===== src/hdl/kbd_link_defines.vh =====
/*
  Timing counts, frame layout and status bit positions for the keyboard link controller.
  Assumes a 100 MHz system clock; included by the controller source only.
*/
`ifndef KBD_LINK_DEFINES_VH
`define KBD_LINK_DEFINES_VH

// Line clock half period for the controller-driven link, in ns and cycles
`define BIT_HALF_NS 20000
`define CLK_PERIOD_NS 10
`define BIT_HALF_CYC (`BIT_HALF_NS / `CLK_PERIOD_NS)
// Frame: 8 data bits, 1 odd parity bit
`define FRAME_BITS 9
// Status bit positions
`define ST_FULL 0
`define ST_PERR 1
`define ST_TXBUSY 2
`define ST_TXFULL 3
// Acknowledge byte returned to the keyboard
`define ACK_BYTE 8'hFA
`define FIFO_DEPTH 16

`endif


===== src/hdl/kbd_link_ctrl.v =====
/*
  Keyboard serial link controller: a stream FIFO module and the controller top.
  Assumes the keyboard waits for the acknowledge of each byte before sending the next,
  and that rx_clk/rx_data arrive asynchronously from the keyboard pins.
  Limitations: frames carry no start bit, so a stray line clock edge misaligns every
  later frame until reset; a byte that arrives while the FIFO is full is dropped
  without a flag, though it is still acknowledged.
  The FIFO depth must be a power of two, since its pointers use a wrap bit.
*/
// Contract
// - Receive serial keyboard bytes and check the parity of each one.
// - Translate each scan code and present it in the host output buffer.
// - Raise an interrupt whenever a byte is loaded into the output buffer.
// - Provide polled status showing when a received byte waits.
// - Host writes a byte to the buffer; controller transmits it to keyboard.
// - Acknowledge every byte received over the keyboard link.
// - One buffer-full interrupt serves receive handling only; transmit state is polled in status bits 2 and 3.
`timescale 1ns/10ps
`include "kbd_link_defines.vh"

module kbd_fifo #(
  parameter WIDTH = 8,
  parameter DEPTH = 16,
  parameter AW = 4
) (
  input wire clk_sys,
  input wire arst_n,
  input wire in_valid,
  output wire in_ready,
  input wire [WIDTH-1:0] in_data,
  output wire out_valid,
  input wire out_ready,
  output wire [WIDTH-1:0] out_data
);
  reg [WIDTH-1:0] mem [0:DEPTH-1];
  reg [AW:0] wr_q;
  reg [AW:0] rd_q;
  wire full = (wr_q[AW] != rd_q[AW]) && (wr_q[AW-1:0] == rd_q[AW-1:0]);
  wire empty = (wr_q == rd_q);
  // Flags and read port are combinational; the controller registers what it shows
  assign in_ready = !full;
  assign out_valid = !empty;
  assign out_data = mem[rd_q[AW-1:0]];

  // Pointers carry an extra wrap bit so full and empty are exact
  always @(posedge clk_sys or negedge arst_n) begin
    if (!arst_n) begin
      wr_q <= {(AW+1){1'b0}};
      rd_q <= {(AW+1){1'b0}};
    end else begin
      if (in_valid && !full) begin
        wr_q <= wr_q + 1'b1;
      end
      if (out_ready && !empty) begin
        rd_q <= rd_q + 1'b1;
      end
    end
  end

  // Storage has no reset; only written slots are ever read
  always @(posedge clk_sys) begin
    if (in_valid && !full) begin
      mem[wr_q[AW-1:0]] <= in_data;
    end
  end
endmodule // kbd_fifo

module kbd_link_ctrl #(
  parameter FIFO_DEPTH = `FIFO_DEPTH,
  parameter BIT_HALF = `BIT_HALF_CYC
) (
  input wire clk_sys,
  input wire arst_n,
  input wire rx_clk,
  input wire rx_data,
  output reg ack_clk,
  output reg ack_data,
  input wire host_rd,
  input wire host_wr,
  input wire [7:0] host_wdata,
  output reg [7:0] host_rdata,
  output reg [3:0] host_status,
  output reg host_irq
);
  localparam ST_IDLE = 3'b001;
  localparam ST_SEND = 3'b010;
  localparam ST_GAP = 3'b100;

  // Scan code translation: set-2 style codes folded to a compact set
  function [7:0] xlate;
    input [7:0] code;
    begin
      case (code)
        8'h76: xlate = 8'h01;
        8'h16: xlate = 8'h02;
        8'h1E: xlate = 8'h03;
        8'h26: xlate = 8'h04;
        8'h25: xlate = 8'h05;
        8'h2E: xlate = 8'h06;
        8'h5A: xlate = 8'h1C;
        8'h29: xlate = 8'h39;
        8'h0D: xlate = 8'h0F;
        8'h66: xlate = 8'h0E;
        default: xlate = code;
      endcase
    end
  endfunction

  // Address width for the FIFO, so a changed depth keeps the pointers exact
  function integer addr_bits;
    input integer depth;
    integer n;
    begin
      n = 0;
      while ((1 << n) < depth) begin
        n = n + 1;
      end
      addr_bits = n;
    end
  endfunction

  // Nine-bit link frame: odd parity on top so the shifter sends data LSB first
  function [8:0] odd_frame;
    input [7:0] data;
    begin
      odd_frame = {~^data, data};
    end
  endfunction

  // Two-flop synchronisers on the keyboard pins
  reg rclk_m_q;
  reg rclk_s_q;
  reg rclk_p_q;
  reg rdat_m_q;
  reg rdat_s_q;
  always @(posedge clk_sys or negedge arst_n) begin
    if (!arst_n) begin
      rclk_m_q <= 1'b1;
      rclk_s_q <= 1'b1;
      rclk_p_q <= 1'b1;
      rdat_m_q <= 1'b1;
      rdat_s_q <= 1'b1;
    end else begin
      rclk_m_q <= rx_clk;
      rclk_s_q <= rclk_m_q;
      rclk_p_q <= rclk_s_q;
      rdat_m_q <= rx_data;
      rdat_s_q <= rdat_m_q;
    end
  end
  wire rclk_fall = rclk_p_q && !rclk_s_q;

  // Receive shifter: data LSB first, then odd parity; 9 bits per frame
  reg [8:0] rx_sh_q;
  reg [3:0] rx_cnt_q;
  reg rx_done_q;
  always @(posedge clk_sys or negedge arst_n) begin
    if (!arst_n) begin
      rx_sh_q <= 9'h000;
      rx_cnt_q <= 4'h0;
      rx_done_q <= 1'b0;
    end else begin
      rx_done_q <= 1'b0;
      if (rclk_fall) begin
        rx_sh_q <= {rdat_s_q, rx_sh_q[8:1]};
        if (rx_cnt_q == `FRAME_BITS - 1) begin
          rx_cnt_q <= 4'h0;
          rx_done_q <= 1'b1;
        end else begin
          rx_cnt_q <= rx_cnt_q + 4'h1;
        end
      end
    end
  end
  wire rx_par_ok = ^rx_sh_q;
  // A completed frame whose parity fails; shared by the flag and its status bit
  wire rx_bad = rx_done_q && !rx_par_ok;

  // Received bytes queue through the FIFO toward the output buffer
  // Overflow is not reported: the status word has no spare bit for it
  localparam RX_AW = addr_bits(FIFO_DEPTH);
  wire rxf_valid;
  wire [7:0] rxf_data;
  reg obuf_full_q;
  wire obuf_load = rxf_valid && !obuf_full_q;
  kbd_fifo #(.WIDTH(8), .DEPTH(FIFO_DEPTH), .AW(RX_AW)) u_rx_fifo (
    .clk_sys(clk_sys),
    .arst_n(arst_n),
    .in_valid(rx_done_q && rx_par_ok),
    .in_ready(),
    .in_data(xlate(rx_sh_q[7:0])),
    .out_valid(rxf_valid),
    .out_ready(!obuf_full_q),
    .out_data(rxf_data)
  );

  // Output buffer, status and interrupt; a load beats a same-cycle read clear
  reg perr_q;
  reg [7:0] tx_byte_q;
  reg tx_pend_q;
  reg ack_pend_q;
  reg [2:0] st_q;
  always @(posedge clk_sys or negedge arst_n) begin
    if (!arst_n) begin
      obuf_full_q <= 1'b0;
      host_rdata <= 8'h00;
      perr_q <= 1'b0;
      host_irq <= 1'b0;
      host_status <= 4'h0;
    end else begin
      if (obuf_load) begin
        obuf_full_q <= 1'b1;
        host_rdata <= rxf_data;
      end else if (host_rd) begin
        obuf_full_q <= 1'b0;
      end
      if (rx_bad) begin
        perr_q <= 1'b1;
      end else if (host_rd) begin
        perr_q <= 1'b0;
      end
      // Interrupt mirrors the receive full flag; transmit state shows only in status
      host_irq <= obuf_load || (obuf_full_q && !(host_rd && !obuf_load));
      host_status[`ST_FULL] <= obuf_load || (obuf_full_q && !host_rd);
      host_status[`ST_PERR] <= rx_bad || (perr_q && !host_rd);
      host_status[`ST_TXBUSY] <= (st_q != ST_IDLE);
      host_status[`ST_TXFULL] <= tx_pend_q;
    end
  end

  // Transmitter: acknowledges take priority over host bytes
  reg [8:0] tx_sh_q;
  reg [3:0] tx_cnt_q;
  reg [15:0] div_q;
  always @(posedge clk_sys or negedge arst_n) begin
    if (!arst_n) begin
      st_q <= ST_IDLE;
      tx_byte_q <= 8'h00;
      tx_pend_q <= 1'b0;
      ack_pend_q <= 1'b0;
      tx_sh_q <= 9'h1FF;
      tx_cnt_q <= 4'h0;
      div_q <= 16'h0000;
      ack_clk <= 1'b1;
      ack_data <= 1'b1;
    end else begin
      // A write while the holding register is full is dropped; software polls bit 3
      if (host_wr && !tx_pend_q) begin
        tx_byte_q <= host_wdata;
        tx_pend_q <= 1'b1;
      end
      if (rx_done_q) begin
        ack_pend_q <= 1'b1;
      end
      // Divider paces both line clock edges; data moves as the clock falls, and is set high again in the gap
      case (st_q)
        ST_IDLE: begin
          div_q <= 16'h0000;
          if (ack_pend_q && !rx_done_q) begin
            ack_pend_q <= 1'b0;
            tx_sh_q <= odd_frame(`ACK_BYTE);
            tx_cnt_q <= 4'h0;
            st_q <= ST_SEND;
          end else if (tx_pend_q && !ack_pend_q) begin
            tx_pend_q <= 1'b0;
            tx_sh_q <= odd_frame(tx_byte_q);
            tx_cnt_q <= 4'h0;
            st_q <= ST_SEND;
          end
        end
        ST_SEND: begin
          if (div_q == BIT_HALF[15:0] - 16'h0001) begin
            div_q <= 16'h0000;
            ack_clk <= ~ack_clk;
            if (ack_clk) begin
              ack_data <= tx_sh_q[0];
              tx_sh_q <= {1'b1, tx_sh_q[8:1]};
            end else if (tx_cnt_q == `FRAME_BITS - 1) begin
              st_q <= ST_GAP;
            end else begin
              tx_cnt_q <= tx_cnt_q + 4'h1;
            end
          end else begin
            div_q <= div_q + 16'h0001;
          end
        end
        ST_GAP: begin
          ack_data <= 1'b1;
          if (div_q == BIT_HALF[15:0] - 16'h0001) begin
            div_q <= 16'h0000;
            st_q <= ST_IDLE;
          end else begin
            div_q <= div_q + 16'h0001;
          end
        end
        default: st_q <= ST_IDLE;
      endcase
    end
  end
endmodule // kbd_link_ctrl


===== config.mk =====
export PLATFORM = sky130hd
export DESIGN_NAME = kbd_link_ctrl
export DESIGN_NICKNAME = d
export VERILOG_FILES = /design/src/hdl/kbd_link_ctrl.v
export VERILOG_INCLUDE_DIRS = /design/src /design/src/hdl
export SDC_FILE = /design/constraint.sdc
export NUM_CORES = 1
export LEC_CHECK = 0
export ABC_AREA = 1
export BUFFER_PORTS_ARGS = -buffer_cell sky130_fd_sc_hd__buf_2
export CAP_MARGIN = 20
export CELL_PAD_IN_SITES_DETAIL_PLACEMENT = 0
export CELL_PAD_IN_SITES_GLOBAL_PLACEMENT = 1
export CORE_ASPECT_RATIO = 1.25
export CORE_MARGIN = 2
export CORE_UTILIZATION = 52
export CTS_CLUSTER_DIAMETER = 80
export CTS_CLUSTER_SIZE = 12
export DETAILED_ROUTE_END_ITERATION = 10
export PLACE_DENSITY = 0.91
export SYNTH_ARGS = -nofsm -noshare
export SYNTH_HDL_FRONTEND = slang
export SYNTH_SLANG_ARGS = --single-unit

===== constraint.sdc =====
create_clock -name clk_sys -period 6.1 [get_ports clk_sys]
set_input_delay 0.61 -clock clk_sys [delete_from_list [all_inputs] [get_ports clk_sys]]
set_output_delay 0.61 -clock clk_sys [all_outputs]
set_load 0.03 [all_outputs]

==> PnR_summary.wiki, run 1 <==
{| class="wikitable"
! Metric !! Value
|-
| Run status || finished clean
|-
| Total Nets Final || approximately 1300
|-
| Hold buffer count at CTS || 1
|-
| LEAKAGE || 5.412 nW
|-
| DRC || 0
|-
| Class of the most critical hold timing path || input pin to flip-flop
|-
| WS Path Type || flip-flop to flip-flop
|-
| Number of endpoints failing setup at the final stage || 0
|-
| Final core utilization || 57.24%
|-
| Num rows || 58
|-
| Post-Route Skew || around 16 ps
|-
| Half-perimeter wire length of the detailed placement result || between 15 and 20 mm
|-
| Largest family of logic cells by synthesized area || simple AND/OR/NAND/NOR gates
|-
| Top cells by area in the synthesized netlist || edfxtp_1 37%, dfrtp_1 17%, nand2_1 15%
|-
| Synthesized area per cell || just under 9 sq um
|-
| Die outline width || around 130 um
|-
| Relative slew slack || ~29%
|-
| Pin count of the biggest net entering global routing || 76
|-
| Clock-pin slew on the worst setup and hold paths || around 60 ps
|-
| Multiplexer share of the synthesized area || less than 1%
|-
| Simple-Gate Fraction of Synth Area || about a quarter
|-
| Final WL || 24.24 mm
|-
| Top-level I/O count || 29
|-
| Final design area excluding fillers || about 11000 sq um
|-
| Number of buffers inserted during clock tree synthesis || 21
|-
| Min Clock Period, post-route || 3138 ps
|-
| GRT overflow || 0
|-
| Xor-xnor portion of the synthesized cell area || under 10%
|-
| Post-place instance area || about 11000 sq um
|-
| Total of buffers placed on input and output ports || 28
|-
| Worst-case register-to-register setup slack || between 2000 and 3000 ps
|-
| Synthesized cell area || 10470 sq um
|-
| Final antenna diode count || 0
|-
| Full die area || between 20000 and 25000 sq um
|-
| DIE HEIGHT || 162.6 um
|-
| Required time reported for the critical path endpoint || roughly 6200 ps
|-
| Buffers from clock root to sink, at most || 3
|-
| Async set-or-reset flop fraction in the synthesized netlist || approximately 40%
|-
| Power per unit of standard cell area || around 370 nW/um^2
|-
| Post-Synthesis Cells || between 1000 and 1500
|-
| Worst-margin pin slew || between 1000 and 1500 ps
|-
| Setup tns final || 0 ps
|-
| RR Startpoint || u_rx_fifo.rd_q[0]
|-
| Fraction of final layout cells sized beyond drive strength 1 || 7.543%
|-
| # resized after CTS || 0
|-
| Number of cells on the worst reg-to-reg path || 7
|-
| Crit path launch type || flip-flop
|-
| Critical path data arrival time || 3270 ps
|-
| Number of clock sinks seen by CTS || about 220
|-
| Number of different library cells in the post-synthesis netlist || 29
|-
| Number of nets with antenna violations after detailed routing || 0
|-
| Top cell type's share of synthesized area || roughly 37%
|-
| Post-route insts no fill || ~1500
|-
| Highest achievable clock rate || ~320 MHz
|-
| Root Driver || clkbuf_16
|-
| Reg-to-reg critical path endpoint || u_rx_fifo.mem[4][1]
|-
| # Max-Cap Violations || 0
|-
| Max rail drop VDD || 252.1 uV
|-
| Final hold viol count || 0
|-
| Detailed Route Iter0 Violations || 563
|-
| EDFF count, synth || 128
|-
| Post-CTS setup buffer count || 0
|-
| Post-synth top flop || edfxtp_1
|-
| Post-synthesis share of cell area spent on full adders, half adders and majority gates || 2.630%
|-
| Vias in the first global route || between 7000 and 8000
|-
| Routability cong. || roughly 0.86
|-
| Seq/Total Area, Yosys || 57.72%
|-
| Clock latency reported for the late side of the worst-skew pair || roughly 500 ps
|-
| Nets in the synthesized netlist || between 1000 and 1500
|-
| Total vias in the final route || between 7000 and 8000
|-
| Period utilisation layout || 51.44%
|-
| Initial antenna violation count || 0
|-
| Clock tree from TritonCTS || done
|-
| Placed cells || about 1500
|-
| Largest driver fanout on the critical path || 66
|-
| Count of state elements after synthesis || approximately 220
|-
| Final max-slew violation count || 0
|-
| Area leader, netlist || edfxtp_1
|-
| Total of fill cells in the finished design || 1772
|-
| CORE AREA || ~20000 sq um
|-
| Setup repair after global routing missed its margin || false
|-
| Vias per std cell || 5.160
|-
| Type of destination of the critical path || flip-flop
|-
| Routed wire per std cell || around 16 um
|-
| Initial Util || between 50% and 60%
|-
| Wire length of the first global-routing pass || approximately 40 mm
|-
| Capture point of the critical path || u_rx_fifo.mem[4][1]
|-
| Tot GR Track Use || between 20% and 30%
|-
| H-tree lvl count || 1
|-
| Total iterations of the first detailed-routing run || 6
|-
| Area growth syn-to-layout || 9.120%
|-
| Beginning of the critical path || u_rx_fifo.rd_q[0]
|-
| Worst hold slack after final layout || 210.5 ps
|-
| Count of warnings emitted by yosys || 0
|-
| Post-synthesis compound-gate area fraction || about 2.8%
|}
==> registers in the layout, indices dropped and copies added (netlist names), 3 cells and up <==
register,count
u_rx_fifo.rd_q,5
tx_byte_q,8
st_q,3
tx_sh_q,9
host_status,4
rx_cnt_q,4
host_rdata,8
div_q,16
tx_cnt_q,4
u_rx_fifo.mem,128
rx_sh_q,9
u_rx_fifo.wr_q,5
==> per-stage QoR <==
step                power, mW  worst slack (ps)
floorplan               2.758              3860
global placement        3.109              3070
detailed placement      3.122              3006
CTS                     4.292              2994
global route            4.524              2679
finish                  4.270              2962
==> Yosys cell counts, drive strengths merged, types with 9 or more instances <==
library cell	instances
nand2	418
inv	194
nand3	135
edfxtp	128
dfrtp	70
nor2	68
o21ai	32
buf	27
ha	22
nand4	18
dfstp	17
xor2	15
a21oi	9
==> placed cells by master (no fill, tap or decap) <==
cell type	n
nand2_1	415
inv_1	190
nand3_1	129
edfxtp_1	128
dfrtp_1	69
nor2_1	66
o21ai_0	32
buf_2	27
ha_1	22
clkbuf_16	21
nand4_1	18
dfstp_2	17
clkbuf_1	16
xor2_1	15
a21oi_1	9
xnor2_1	8
o22ai_1	7
buf_4	7
nand3_2	6
nor3_1	6
mux2_2	4
inv_2	4
o22a_1	4
nand2_2	3
nor3b_1	2
nor2_2	2
clkinv_1	2
o31ai_1	1
inv_6	1
dlygate4sd3_1	1
dfrtp_2	1
==> logic make-up (layout without fill, tap and decap cells) <==
kind of cell / after synthesis / in the layout
AO/OA/AOI/OAI: 53 / 53
XOR/XNOR: 23 / 23
adder cells (fa/ha/maj): 22 / 22
buffers and inverters: 231 / 269
flip-flops: 215 / 215
multiplexers: 4 / 4
AND/OR/NAND/NOR: 647 / 647
==> worst min-delay path by stage <==
stage	start	to	slack, ps	depth (start not counted)
floorplan	arst_n	ack_pend_q	310	0
global placement	rclk_m_q	rclk_s_q	350	0
detailed placement	rclk_m_q	rclk_s_q	350	0
CTS	rx_data	rdat_m_q	190	1
global route	rx_clk	rclk_m_q	200	1
finish	rx_data	rdat_m_q	210	1
==> power breakdown <==
group | leakage [nW] | switching (mW) | internal [mW]
Clock | 0.282 | 0.512 | 0.648
Sequential | 2.22 | 0.0992 | 1.70
Combinational | 2.90 | 0.937 | 0.376
Total | 5.41 | 1.55 | 2.72
==> routing by layer <==
layer  share of wire, %  vias to the layer above  track usage [%]
met2                 52                      236            43.87
met1                 39                     3634            29.41
li1                   -                     3829                -
met4                3.2                        0            8.607
met5                  0                        -                0
met3                5.4                       56            2.168
==> critical path, stage by stage, from the launching register on <==
cell	delay, ps
dfrtp_2	410
inv_2	760
nand2_1	100
nand2_1	90
nor2_1	60
nand3_2	130
nand3_2	470
nor2_1	720
==> area by class of cell <==
cell class                      instances  area [sq um]  share of cell area, %
Tap cell                              270         337.8                  2.958
Clock inverter                          1         8.758                0.07668
Timing Repair Buffer                   35         197.7                  1.731
Inverter                              196         735.7                  6.441
Sequential cell                       215          6043                  52.91
Clock buffer                           37         585.6                  5.127
Multi-Input combinational cell        749          3513                  30.76
No activity file was read; power rests on OpenSTA's default activity.
==> inputs of run 2 (changes only) <==
ABC_AREA = 0   (was 1)
CORE_UTILIZATION = 47   (was 52)
PLACE_DENSITY = 0.81   (was 0.91)
clock period = 2.6 ns   (was 6.1 ns; I/O delays follow)
==> PnR_summary.wiki, run 2 <==
{| class="wikitable"
! Metric !! Value
|-
| Cell with the most instances after synthesis || edfxtp_1
|-
| Highest achievable clock rate || ~400 MHz
|-
| Worst-case register-to-register setup slack || 110 ps
|-
| End of the worst hold path || tx_byte_q[6]
|-
| Hold Crit Depth || 2
|-
| Slowest stage cell on the critical path || xnor3_1
|-
| Number of buffers inserted during clock tree synthesis || 21
|-
| Number of clock sinks seen by CTS || between 200 and 250
|-
| Met2 Use GR || roughly a third
|-
| Initial Util || roughly 48%
|-
| DRC || 0
|-
| Full die area || ~21000 sq um
|-
| Grt met1 use || 22.81%
|-
| Post-place instance area || about 10000 sq um
|-
| Worst hold path startpoint || host_wdata[6]
|-
| Initial antenna violation count || 0
|-
| Crit path cell chain || inv_1, ha_1, xnor3_1, xnor2_2, nand2_2, nor4_1, buf_4, and2_1, buf_12
|-
| Largest driver fanout on the critical path || 8
|-
| Total iterations of the first detailed-routing run || 4
|-
| Final antenna diode count || 0
|-
| Count of warnings emitted by yosys || 0
|-
| Post-synth top flop || edfxtp_1
|-
| Top cells by area in the synthesized netlist || edfxtp_1 41%, dfrtp_1 19%, mux4_2 7.7%
|-
| Reg-to-reg critical path endpoint || u_rx_fifo.mem[1][4]
|-
| Multi-input logic area || ~3200 sq um
|-
| Synthesized area per cell || ~15 sq um
|-
| Min Clock Period, post-route || 2485 ps
|-
| Vias per std cell || approximately 5.5
|-
| Tot GR Track Use || a little under a fifth
|-
| Total vias in the final route || 5462
|-
| Num rows || between 50 and 60
|-
| Fraction of final layout cells sized beyond drive strength 1 || between 20% and 30%
|-
| Busiest layer in global routing || met2
|-
| Total Nets Final || between 700 and 800
|-
| EDFF count, synth || 128
|-
| Pin count of the biggest net entering global routing || 38
|-
| Top-level I/O count || 29
|-
| Die outline width || around 130 um
|-
| Final design area excluding fillers || 10950 sq um
|-
| Final core utilization || 56.05%
|-
| Max rail drop VDD || approximately 530 uV
|-
| Most common cell after layout, fill and taps aside || edfxtp_1
|-
| Buffers from clock root to sink, at most || 3
|-
| Clock-pin slew on the worst setup and hold paths || roughly 60 ps
|-
| Detailed Route Iter0 Violations || approximately 380
|-
| Post-CTS setup buffer count || 0
|-
| Area leader, netlist || edfxtp_1
|-
| Relative slew slack || roughly 54%
|-
| Final hold viol count || 0
|-
| # Max-Cap Violations || 0
|-
| Type of destination of the critical path || flip-flop
|-
| Class of the most critical hold timing path || input pin to flip-flop
|-
| Async set-or-reset flop fraction in the synthesized netlist || around two fifths
|-
| CORE AREA || 19540 sq um
|-
| Grt met3 use || under 10%
|-
| Final WL || about 18 mm
|-
| Period utilisation layout || between 90% and 100%
|-
| LEAKAGE || approximately 4.2 nW
|-
| Commonest cells after routing, fill and taps aside || 128 x edfxtp_1, 69 x dfrtp_1, 55 x nand2_1
|-
| Vias in the first global route || about 5700
|-
| Number of endpoints failing setup at the final stage || 0
|-
| Run status || finished clean
|-
| Top cell type's share of synthesized area || 40.90%
|-
| Root Driver || clkbuf_16
|-
| Number of nets with antenna violations after detailed routing || 0
|-
| Crit path launch type || flip-flop
|-
| GRT overflow || 0
|-
| Max stage delay on crit path || approximately 420 ps
|-
| DIE HEIGHT || between 150 and 200 um
|-
| Storage element area || 6043 sq um
|-
| Power per unit of standard cell area || 894.4 nW/um^2
|-
| Routability cong. || around 0.82
|-
| Post-Synthesis Cells || ~640
|-
| RR Startpoint || rx_sh_q[6]
|-
| Seq/Total Area, Yosys || between 60% and 70%
|-
| Clock tree from TritonCTS || done
|-
| Half-perimeter wire length of the detailed placement result || 12.41 mm
|-
| Post-Route Skew || approximately 12 ps
|-
| Critical path data arrival time || ~2700 ps
|-
| Total of fill cells in the finished design || ~1600
|-
| Clock latency reported for the late side of the worst-skew pair || slightly below 500 ps
|-
| WS Path Type || flip-flop to flip-flop
|-
| Nets in the synthesized netlist || approximately 680
|-
| Final Power || 9.796 mW
|-
| Routed wire per std cell || about 18 um
|-
| H-tree lvl count || 1
|-
| Worst hold slack after final layout || ~19 ps
|-
| Required time reported for the critical path endpoint || between 2000 and 3000 ps
|-
| Total of buffers placed on input and output ports || 28
|-
| Number of cells on the worst reg-to-reg path || 9
|-
| Setup repair after global routing missed its margin || false
|-
| Count of state elements after synthesis || between 200 and 250
|-
| Final max-slew violation count || 0
|-
| Number of different library cells in the post-synthesis netlist || slightly below 70
|-
| Setup tns final || 0 ps
|-
| Worst-margin pin slew || roughly 700 ps
|-
| Synthesized cell area || 9398 sq um
|-
| Commonest cells in the synthesized netlist || 128 x edfxtp_1, 70 x dfrtp_1, 55 x nand2_1, 38 x o21ai_0, 32 x mux4_2
|-
| Wire length of the first global-routing pass || 29.86 mm
|-
| Number of flip-flops under the largest register name || about 130
|-
| Area growth syn-to-layout || 16.55%
|}
[run 2: critical path: cells and delay by family (launching register included)]
kind / cells / cell delay, ps
AND/OR/NAND/NOR: 3 / 610
XOR/XNOR: 2 / 600
adder cells (fa/ha/maj): 1 / 280
flip-flops: 1 / 350
buffers and inverters: 3 / 370
[run 2: routing by layer]
layer | vias up | wire length [um]
met2 | 119 | 9612
met3 | 36 | 767
met4 | 0 | 575
met1 | 2733 | 7270
li1 | 2574 | -
met5 | - | 0
[run 2: kinds of logic (layout without fill, tap and decap cells)]
group | count (synthesis) | after routing | synth area share, %
mux | 52 | 52 | 10.05
flops | 215 | 215 | 64.29
fa+ha+maj | 22 | 22 | 2.929
xor+xnor | 25 | 25 | 2.556
compound gates | 113 | 113 | 7.949
simple gates | 165 | 165 | 9.866
buf+inv | 50 | 139 | 2.357
[run 2: layout make-up]
class / count / area share [%]
Sequential cell: 215 / 55.17
Multi-Input combinational cell: 377 / 29.08
Timing Repair Buffer: 81 / 6.648
Clock buffer: 37 / 5.346
Tap cell: 265 / 3.027
Inverter: 21 / 0.7197
[run 2: how the worst max path moves through the flow]
stage / start / to / slack, ps / depth (start not counted)
after CTS: rx_sh_q[6] / u_rx_fifo.mem[14][3] / 10 / 7
after global routing: rx_sh_q[6] / u_rx_fifo.mem[14][7] / 7 / 7
after floorplan: rx_sh_q[1] / u_rx_fifo.mem[0][5] / 1 / 6
final: rx_sh_q[6] / u_rx_fifo.mem[1][4] / 110 / 9
after global placement: rx_sh_q[6] / u_rx_fifo.mem[14][3] / 80 / 7
after detailed placement: rx_sh_q[6] / u_rx_fifo.mem[12][1] / 40 / 7
[run 2: per-stage QoR]
stage	cells	setup slack, ps
3_5_place_dp	949	41.87
4_1_cts	996	10.30
3_3_place_gp	949	84.01
6_report	996	114.6
5_1_grt	996	6.540
2_1_floorplan	642	1.071
[run 2: report_power, final]
group	total, mW	leakage, nW	internal (mW)	switching, mW
combinational	2.82	1.73	1.33	1.49
sequential	4.30	2.22	4.03	0.263
clock	2.68	0.278	1.51	1.16
total	9.80	4.22	6.88	2.92
[run 2: what timing repair did]
item / CTS / global route
hold buffers: 10 / 0
setup endpoints to repair: 0 / 64
gates resized for setup: 0 / 6
endpoints found under the hold margin: 32 / 0
